==> src/core/ped_pkg.sv <==
// package: constants, carriers and summary for the pin edge detection unit
// What this block does
// - seven pins, each rising or falling, forwarded
// - low register pins 0-3, high 4-6
// - both edge-select registers reset to zero
// - whole-byte and single-bit register writes
// - high register picks slot four source
// - baud clock pin detects both edges
// - detection stops in stop, pin zero excepted
// - pins one-six sampled every four clocks
// - three identical samples accept a level
// - filtered edge reported twelve-fifteen clocks later
// - edge during polarity change may go either
// - edges routed to irqs, captures, triggers, starts
// - raw pin levels readable, filter bypassed
package ped_pkg;

  localparam int NUM_PINS       = 7;
  localparam int LOW_PINS       = 4;
  localparam int BAUD_PIN       = 5;
  localparam int SLOT4_SEL_BIT  = 3;
  localparam int CLK_PERIOD_NS  = 25;
  localparam int PIN0_FILT_US   = 10;
  localparam int PIN0_HOLD_CYCLES = (PIN0_FILT_US * 1000) / CLK_PERIOD_NS < 1 ? 1 :
                                    (PIN0_FILT_US * 1000) / CLK_PERIOD_NS;
  localparam int TICK_DIV       = 4;
  localparam int FILT_SAMPLES   = 3;
  localparam logic [1:0] TICK_LAST = 2'(TICK_DIV - 1);
  localparam logic [7:0] SEL_RESET = 8'h00;
  localparam logic [7:0] SEL_MASK  = 8'h0F;

  typedef struct packed {
    logic       sel_high;
    logic       byte_wr;
    logic       bit_wr;
    logic [2:0] bit_idx;
    logic       bit_val;
    logic [7:0] wr_data;
  } ped_reg_req_t;

  typedef struct packed {
    logic nmi;
    logic standby_wake;
    logic ext_irq_zero;
    logic timer1_capture;
    logic rto_trigger;
    logic ext_irq_one;
    logic timer2_capture;
    logic ext_irq_two;
    logic timer2_count_clock;
    logic ext_irq_three;
    logic timer16_capture;
    logic ext_irq_four;
    logic uart_baud_clock;
    logic ext_irq_five;
    logic adc_start;
    logic irq_slot_four;
  } ped_events_t;

endpackage

==> src/core/ped_dfilt.sv <==
// digital noise filter: accepts a level after identical samples on a tick
`timescale 1ns/1ps
module ped_dfilt #(
  parameter int SAMPLES = ped_pkg::FILT_SAMPLES
) (
  input  logic clk_sys_in,
  input  logic sys_rst_in,
  input  logic tick_in,
  input  logic level_in,
  output logic lvl_out,
  output logic vld_out
);

  generate
    if (SAMPLES < 2)
    begin : g_bad
      $error("ped_dfilt needs at least two samples");
    end
  endgenerate

  typedef struct packed {
    logic [SAMPLES-1:0] smp;
    logic               lvl;
    logic               vld;
  } ped_dfilt_state_t;

  ped_dfilt_state_t s_reg;
  ped_dfilt_state_t s_next;

  always_comb
  begin
    s_next = s_reg;
    if (tick_in)
    begin
      s_next.smp = {s_reg.smp[SAMPLES-2:0], level_in};
      if ((&s_next.smp) || !(|s_next.smp))
      begin
        s_next.lvl = s_next.smp[0];
        s_next.vld = 1'b1;
      end
    end
  end

  always_ff @(posedge clk_sys_in)
  begin
    if (sys_rst_in)
      s_reg <= '0;
    else
      s_reg <= s_next;
  end

  assign lvl_out = s_reg.lvl;
  assign vld_out = s_reg.vld;
endmodule

==> src/core/ped_adelay.sv <==
// delay filter for pin zero: level must persist for the hold time
`timescale 1ns/1ps
module ped_adelay #(
  parameter int HOLD_CYCLES = ped_pkg::PIN0_HOLD_CYCLES
) (
  input  logic clk_sys_in,
  input  logic sys_rst_in,
  input  logic level_in,
  output logic lvl_out,
  output logic vld_out
);

  localparam int CW = $clog2(HOLD_CYCLES + 1);
  localparam logic [CW-1:0] CNT_LAST = CW'(HOLD_CYCLES - 1);

  generate
    if (HOLD_CYCLES < 1)
    begin : g_bad
      $error("ped_adelay needs a hold of at least one cycle");
    end
  endgenerate

  typedef struct packed {
    logic [CW-1:0] cnt;
    logic          lvl;
    logic          vld;
  } ped_adelay_state_t;

  ped_adelay_state_t s_reg;
  ped_adelay_state_t s_next;

  always_comb
  begin
    s_next = s_reg;
    if (s_reg.vld && level_in == s_reg.lvl)
      s_next.cnt = '0;
    else if (s_reg.cnt == CNT_LAST)
    begin
      s_next.cnt = '0;
      s_next.lvl = level_in;
      s_next.vld = 1'b1;
    end
    else
      s_next.cnt = s_reg.cnt + CW'(1);
  end

  always_ff @(posedge clk_sys_in)
  begin
    if (sys_rst_in)
      s_reg <= '0;
    else
      s_reg <= s_next;
  end

  assign lvl_out = s_reg.lvl;
  assign vld_out = s_reg.vld;
endmodule

==> src/core/ped_top.sv <==
// top of the pin edge detection unit: sync, select registers, edge routing
`timescale 1ns/1ps
module ped_top (
  input  logic                 clk_sys_in,
  input  logic                 sys_rst_in,
  input  logic [6:0]           edge_pins_in,
  input  logic                 stop_mode_in,
  input  logic                 baud_mode_in,
  input  logic                 timer3_match_irq_in,
  input  ped_pkg::ped_reg_req_t reg_req_in,
  output logic [7:0]           edge_select_low_out,
  output logic [7:0]           edge_select_high_out,
  output logic [6:0]           raw_pins_out,
  output ped_pkg::ped_events_t events_out
);

  typedef struct packed {
    logic [7:0]           edge_select_reg_low;
    logic [7:0]           edge_select_reg_high;
    logic [6:0]           sync_a;
    logic [6:0]           sync_b;
    logic [1:0]           div;
    logic [6:0]           lvl_prev;
    logic [6:0]           vld_prev;
    ped_pkg::ped_events_t ev;
  } ped_top_state_t;

  ped_top_state_t s_reg;
  ped_top_state_t s_next;

  logic       tick;
  logic [6:0] lvl;
  logic [6:0] vld;

  // byte write wins over a bit write in the same cycle
  function automatic logic [7:0] reg_update(
    input logic [7:0]            old,
    input ped_pkg::ped_reg_req_t req,
    input logic                  high
  );
    logic [7:0] v;
    v = old;
    if (req.sel_high == high)
    begin
      if (req.byte_wr)
        v = req.wr_data;
      else if (req.bit_wr)
        v[req.bit_idx] = req.bit_val;
    end
    return v & ped_pkg::SEL_MASK;
  endfunction

  // polarity bit of a pin: low register for pins 0-3, high for 4-6
  function automatic logic pin_pol(
    input logic [7:0] lo,
    input logic [7:0] hi,
    input int         idx
  );
    logic p;
    if (idx < ped_pkg::LOW_PINS)
      p = lo[idx];
    else
      p = hi[idx - ped_pkg::LOW_PINS];
    return p;
  endfunction

  function automatic logic sel_edge(
    input logic rise,
    input logic fall,
    input logic pol
  );
    return pol ? rise : fall;
  endfunction

  assign tick = (s_reg.div == ped_pkg::TICK_LAST);

  ped_adelay #(
    .HOLD_CYCLES (ped_pkg::PIN0_HOLD_CYCLES)
  ) u_pin0 (
    .clk_sys_in (clk_sys_in),
    .sys_rst_in (sys_rst_in),
    .level_in   (s_reg.sync_b[0]),
    .lvl_out    (lvl[0]),
    .vld_out    (vld[0])
  );

  genvar g;
  generate
    for (g = 1; g < ped_pkg::NUM_PINS; g++)
    begin : g_filt
      ped_dfilt #(
        .SAMPLES (ped_pkg::FILT_SAMPLES)
      ) u_filt (
        .clk_sys_in (clk_sys_in),
        .sys_rst_in (sys_rst_in),
        .tick_in    (tick),
        .level_in   (s_reg.sync_b[g]),
        .lvl_out    (lvl[g]),
        .vld_out    (vld[g])
      );
    end
  endgenerate

  always_comb
  begin
    logic [6:0] rise;
    logic [6:0] fall;
    logic [6:0] det;
    logic [6:0] act;
    logic       baud_any;
    rise = '0;
    fall = '0;
    det = '0;
    act = '0;
    baud_any = 1'b0;
    s_next = s_reg;
    s_next.sync_a = edge_pins_in;
    s_next.sync_b = s_reg.sync_a;
    s_next.div = tick ? 2'h0 : s_reg.div + 2'h1;
    s_next.edge_select_reg_low = reg_update(s_reg.edge_select_reg_low, reg_req_in, 1'b0);
    s_next.edge_select_reg_high = reg_update(s_reg.edge_select_reg_high, reg_req_in, 1'b1);
    s_next.lvl_prev = lvl;
    s_next.vld_prev = vld;
    for (int i = 0; i < ped_pkg::NUM_PINS; i++)
    begin
      rise[i] = vld[i] && s_reg.vld_prev[i] && lvl[i] && !s_reg.lvl_prev[i];
      fall[i] = vld[i] && s_reg.vld_prev[i] && !lvl[i] && s_reg.lvl_prev[i];
      // polarity is read live, so an edge during a change may go either way
      det[i] = sel_edge(rise[i], fall[i],
                        pin_pol(s_reg.edge_select_reg_low, s_reg.edge_select_reg_high, i));
      act[i] = det[i] && (i == 0 || !stop_mode_in);
    end
    baud_any = baud_mode_in && !stop_mode_in &&
               (rise[ped_pkg::BAUD_PIN] || fall[ped_pkg::BAUD_PIN]);
    s_next.ev.nmi = act[0];
    s_next.ev.standby_wake = act[0];
    s_next.ev.ext_irq_zero = act[1];
    s_next.ev.timer1_capture = act[1];
    s_next.ev.rto_trigger = act[1];
    s_next.ev.ext_irq_one = act[2];
    s_next.ev.timer2_capture = act[2];
    s_next.ev.ext_irq_two = act[3];
    s_next.ev.timer2_count_clock = act[3];
    s_next.ev.ext_irq_three = act[4];
    s_next.ev.timer16_capture = act[4];
    s_next.ev.ext_irq_four = act[5];
    s_next.ev.uart_baud_clock = baud_any;
    s_next.ev.ext_irq_five = act[6];
    s_next.ev.adc_start = act[6];
    s_next.ev.irq_slot_four = s_reg.edge_select_reg_high[ped_pkg::SLOT4_SEL_BIT] ?
                              timer3_match_irq_in : act[5];
  end

  always_ff @(posedge clk_sys_in)
  begin
    if (sys_rst_in)
    begin
      s_reg <= '0;
      s_reg.edge_select_reg_low <= ped_pkg::SEL_RESET;
      s_reg.edge_select_reg_high <= ped_pkg::SEL_RESET;
    end
    else
      s_reg <= s_next;
  end

  assign edge_select_low_out = s_reg.edge_select_reg_low;
  assign edge_select_high_out = s_reg.edge_select_reg_high;
  assign raw_pins_out = s_reg.sync_b;
  assign events_out = s_reg.ev;
endmodule

==> config.mk <==
export PLATFORM = sky130hd
export DESIGN_NAME = ped_top
export DESIGN_NICKNAME = d
export VERILOG_FILES = /design/src/core/ped_pkg.sv /design/src/core/ped_dfilt.sv /design/src/core/ped_adelay.sv /design/src/core/ped_top.sv
export SDC_FILE = /design/constraint.sdc
export NUM_CORES = 1
export LEC_CHECK = 0
export BUFFER_PORTS_ARGS = -buffer_cell sky130_fd_sc_hd__buf_4
export CELL_PAD_IN_SITES_DETAIL_PLACEMENT = 1
export CELL_PAD_IN_SITES_GLOBAL_PLACEMENT = 2
export CORE_MARGIN = 1
export CORE_UTILIZATION = 37
export CTS_BUF_LIST = sky130_fd_sc_hd__clkbuf_2 sky130_fd_sc_hd__clkbuf_4 sky130_fd_sc_hd__clkbuf_8
export DETAILED_ROUTE_END_ITERATION = 8
export PLACE_DENSITY = 0.95
export REMOVE_ABC_BUFFERS = 1
export SYNTH_ARGS = -nofsm -noshare
export SYNTH_HDL_FRONTEND = slang
export SYNTH_SLANG_ARGS = --single-unit
export TNS_END_PERCENT = 5
==> constraint.sdc <==
create_clock -name clk_sys_in -period 3.1 [get_ports clk_sys_in]
set_clock_uncertainty 0.1 [all_clocks]
set_input_delay 0 -clock clk_sys_in [delete_from_list [all_inputs] [get_ports clk_sys_in]]
set_output_delay 0 -clock clk_sys_in [all_outputs]
set_load 0.005 [all_outputs]
# After elaboration in Yosys (flattened, before gate mapping)
# Index checks and enable logic that the tools add are counted.
# op_classes
add_sub_neg	2
reduce_logical	97
eq_ne	3
magnitude_cmp	2
n_bitwise	2
mux	16
# op_table
op	count
logical AND 1 bit	45
logical NOT 1 bit	21
OR reduction 3 bit	7
AND reduction 2 bit	9
AND reduction 3 bit	6
bitwise mux 8 bit	2
2-to-1 mux 4 bit	4
adder 9 x 1 -> 9 bit, second input constant	1
equality test 9 bit, second input constant	1
2-to-1 mux 1 bit	9
logical OR 1 bit	7
less-than comparator 3 x 4 -> 1 bit, second input constant	1
demux 1 bit (select 3 bit)	1
greater-or-equal comparator 3 x 1 -> 1 bit, second input constant	1
adder 2 x 1 -> 2 bit, second input constant	1
equality test 2 bit, second input constant	1
inverter 1 bit	2
nonzero test 2 bit	1
OR reduction 2 bit	1
equality test 1 bit	1
# totals
out_inout_bits	39
in_bits	27
word_cells	159
ff_bits	82

# Logic depth before layout (Yosys ltp)
# logic_depth
word_depth	7
depth_mapped	5
ltp_nobuf	4

# Cells and area by module
# A second synthesis with hierarchy kept.
# hier_totals
hier_cells	343
hier_area_um2	3482.1
# modules_own_cells
mod	n_inst	area_each_um2	seq_area_each_um2	cells_per_inst
ped_top	1	1974.4	940.9	202
ped_dfilt	6	170.2	80.1	15
ped_adelay	1	486.7	220.2	51

# Worst setup path before layout
# Ideal clock, no wire load.
# synth_path
path_type	register -> register
startpoint	register u_pin0.s_reg[2] (netlist name)
endpoint	register u_pin0.s_reg, in the netlist u_pin0.lvl_out
path_buffers	0
arrival_ns	1.331
synth_period_minus_slack_ns	1.551
stages_incl_launch_ff	5
setup_slack_ns	1.549
required_ns	2.879
setup_ns	0.121
cell_sequence	dfxtp_1 > ha_1 > nand3_1 > nor3_4 > mux2_2
# synth_via
elab_chain_cells	2
# synth_lines
item	line	rtl
start: declaration	ped_adelay.sv:29	ped_adelay_state_t s_reg;
start signal: assignment	ped_adelay.sv:52	s_reg <= s_next;
equality test 9 bit	ped_adelay.sv:37	else if (s_reg.cnt == CNT_LAST)
AND reduction 2 bit (no source line)	--	
# No other way between the ends.
# A chain may end at the register's enable or synchronous reset.

==> results.ini <==
[setup_path]
critPathLaunchType = input pin
path_cells = dlygate4sd3_1 > buf_4 > a31o_2 > dlygate4sd3_1 > a221oi_1 > dlygate4sd3_1
reg2reg_to = events_out[0]$_SDFF_PP0_
crit_buf_inv = 4
ff2ff_setup_slack_ns = 1.03
cpMostUsedCell = dlygate4sd3_1
r2r_cells = 4
end_kind = register
slowest_stage = dlygate4sd3_1
path_max_fanout = 34
r2r-start = g_filt[5].u_filt.lvl_out$_SDFFE_PP0P_
cp.arrival_ns = 2.44
slowest_delay_ns = 0.59
critical-path-top-delay-family = buffers and inverters
worstSetupPathType = in -> reg
cp.required_ns = 3.31

[clocking]
clk_path_buf_depth = 2
cts_resized = 0
root_buffer = clkbuf_8
clock_latency_ns = 0.36
clkSlewWorstSetupHoldPaths_ns = 0.09
cts_made_buffers = 9
htree_levels = 3
clock-sinks = 82
cts_tree = built

[cells_and_area]
drive_gt1_share_pct = 18.9
antenna_cells = 0
utilization_pct = 45.4
nets = 457
largest_register_ffs = 16
area_growth_pct = 19.7
fillers = 1080
most-common-layout-cells = dfxtp_1 (82), buf_4 (55), nor2_1 (29), dlygate4sd3_1 (29), o21ai_0 (25)
final_common_cell = dfxtp_1

[hold_path]
worstHoldStart = reg_req_in[10]
whs_endpoint = edge_select_low_out[1]$_SDFFE_PP0P_
hold_depth = 4
hold_class = in -> reg

[global_route]
grt_use_total_pct = 16.9
grt_pass1_vias = 2750
gr-total-overflow = 0
grt_first_pass_wirelength_um = 12900
grt_max_degree = 36
antenna_found_initial = 0

[sta]
setup_viol = 0
final_hold_viol_count = 0
slew_headroom_pct = 54.9
fin_crit_sh_pct = 72.0
setup_tns_ns = 0
fin_crit_ns = 2.23
rsz0062_at_grt = false
max_freq_mhz = 448
worstMarginPinSlew_ns = 0.673
slew_viol_final = 0

[die]
core_area_um2 = 9200
die_x_um = 99.1
die_h_um = 99.1
num_rows = 35
start_util_pct = 37.9
ioPinCount = 66
dieArea_um2 = 9810

[run_status]
outcome = complete, no violations

[route]
first_pass_iters = 4
avgViaCountPerCell = 5.03
drt_iter0_drc = 74
detail_route.wirelength_um = 7780
drc = 0
ant_nets = 0
wl_per_cell_um = 14.3
vias = 2738

[run]
cap_viol_max_count = 0

[yosys]
synth_cell_type_count = 48
synth-seq-cells = 82
synth_edf_count = 0
synth_flop_cell = dfxtp_1
synth.cell_area_um2 = 3490
yosysWarnings = 0
synthCells = 381
synth.avg_cell_area_um2 = 9.15
ys_seq_area_share_pct = 47.1
ys_async_sr_fraction_pct = 0

[power]
irDropWorstVdd_uv = 220
powerDensity_nw_per_um2 = 487
p_leak_nw = 1.61

[placed_design]
finalWeightedCongestion = 0.771
placement.io_buffers = 53
dpl.hpwl_um = 5020

==> how the worst max path moves through the flow <==
stage | start | end | cells after the start
after floorplan | s_reg[30]$_SDFF_PP0_ | g_filt[1].u_filt.lvl_out$_SDFFE_PP0P_ | 4
after global placement | s_reg[30]$_SDFF_PP0_ | g_filt[1].u_filt.lvl_out$_SDFFE_PP0P_ | 5
after detailed placement | s_reg[30]$_SDFF_PP0_ | g_filt[2].u_filt.lvl_out$_SDFFE_PP0P_ | 5
after CTS | sys_rst_in | edge_select_high_out[1]$_SDFFE_PP0P_ | 6
after global routing | sys_rst_in | edge_select_high_out[2]$_SDFFE_PP0P_ | 6
final | sys_rst_in | edge_select_high_out[2]$_SDFFE_PP0P_ | 6
==> cell type report <==
type                       instances  area (um2)  area share, %
timing repair buffer              84         703           16.8
sequential                        82        1640           39.3
clock buffer                      10         138           3.30
clock inverter                     6        48.8           1.17
inverter                          20        75.1           1.80
tap                              111         139           3.33
multi-input combinational        231        1430           34.2
==> cells in the mapped netlist, types with 5 or more instances <==
cell type | count | area [um2]
a21oi_1 | 20 | 100
and3_1 | 12 | 75.1
buf_2 | 7 | 35.0
buf_4 | 40 | 300
clkbuf_1 | 6 | 22.5
dfxtp_1 | 82 | 1640
inv_1 | 20 | 75.1
mux2i_1 | 12 | 120
nand2_1 | 13 | 48.8
nand3_1 | 8 | 40.0
nand3b_1 | 7 | 52.6
nor2_1 | 29 | 109
nor2b_1 | 24 | 150
nor3_1 | 12 | 60.1
nor3b_1 | 8 | 60.1
o21ai_0 | 25 | 125
o31ai_1 | 6 | 45.0
or3_1 | 5 | 31.3
==> metrics by stage <==
stage,std cells,setup WS (ns),hold WS (ns),area [um2],total power [mW]
2_1_floorplan,333,1.31,-0.0376,3150,1.20
3_3_place_gp,499,1.27,0.0981,3700,1.28
3_5_place_dp,499,1.21,0.108,3700,1.29
4_1_cts,544,0.937,0.00381,4170,2.05
5_1_grt,544,0.775,0.0327,4170,2.12
6_report,544,0.869,0.0111,4170,2.03
==> worst register-to-register path, cell delays in order (launching register included) <==
cell and delay (ns):
dfxtp_1 0.38, or3b_1 0.40, a2111o_1 0.43, a21oi_2 0.14, dlygate4sd3_1 0.57
==> logic make-up after synthesis <==
logic type      Yosys count  share of synthesized area (%)
flops                    82                           47.1
other cells               1                          0.108
compound gates           75                           13.8
buf+inv                  75                           12.7
mux                      13                           3.77
xor+xnor                  4                           1.01
fa+ha+maj                 2                          0.718
simple gates            129                           20.8
==> repair_timing <==
item                                    in CTS  in global routing
endpoints found under the setup margin       0                  0
endpoints found under the hold margin       41                  0
buffers inserted                             0                  0
hold buffers                                29                  0
==> routing by layer <==
| metal | up-vias | track usage [%] | routed length, um | share of wire (%) |
|---|---|---|---|---|
| met2 | 47 | 29.9 | 3880 | 50 |
| li1 | 1364 | - | - | - |
| met5 | - | 0 | 0 | 0 |
| met1 | 1315 | 19.3 | 3480 | 45 |
| met4 | 0 | 7.13 | 131 | 1.7 |
| met3 | 12 | 4.40 | 285 | 3.7 |
==> power by group <==
part | switching, mW | leakage [nW] | internal, mW | total (mW)
clock | 0.420 | 0.0855 | 0.320 | 0.739
sequential | 0.0255 | 0.667 | 1.09 | 1.11
combinational | 0.0866 | 0.856 | 0.0973 | 0.184
total | 0.532 | 1.61 | 1.50 | 2.03
No activity file was read; power rests on OpenSTA's default activity.
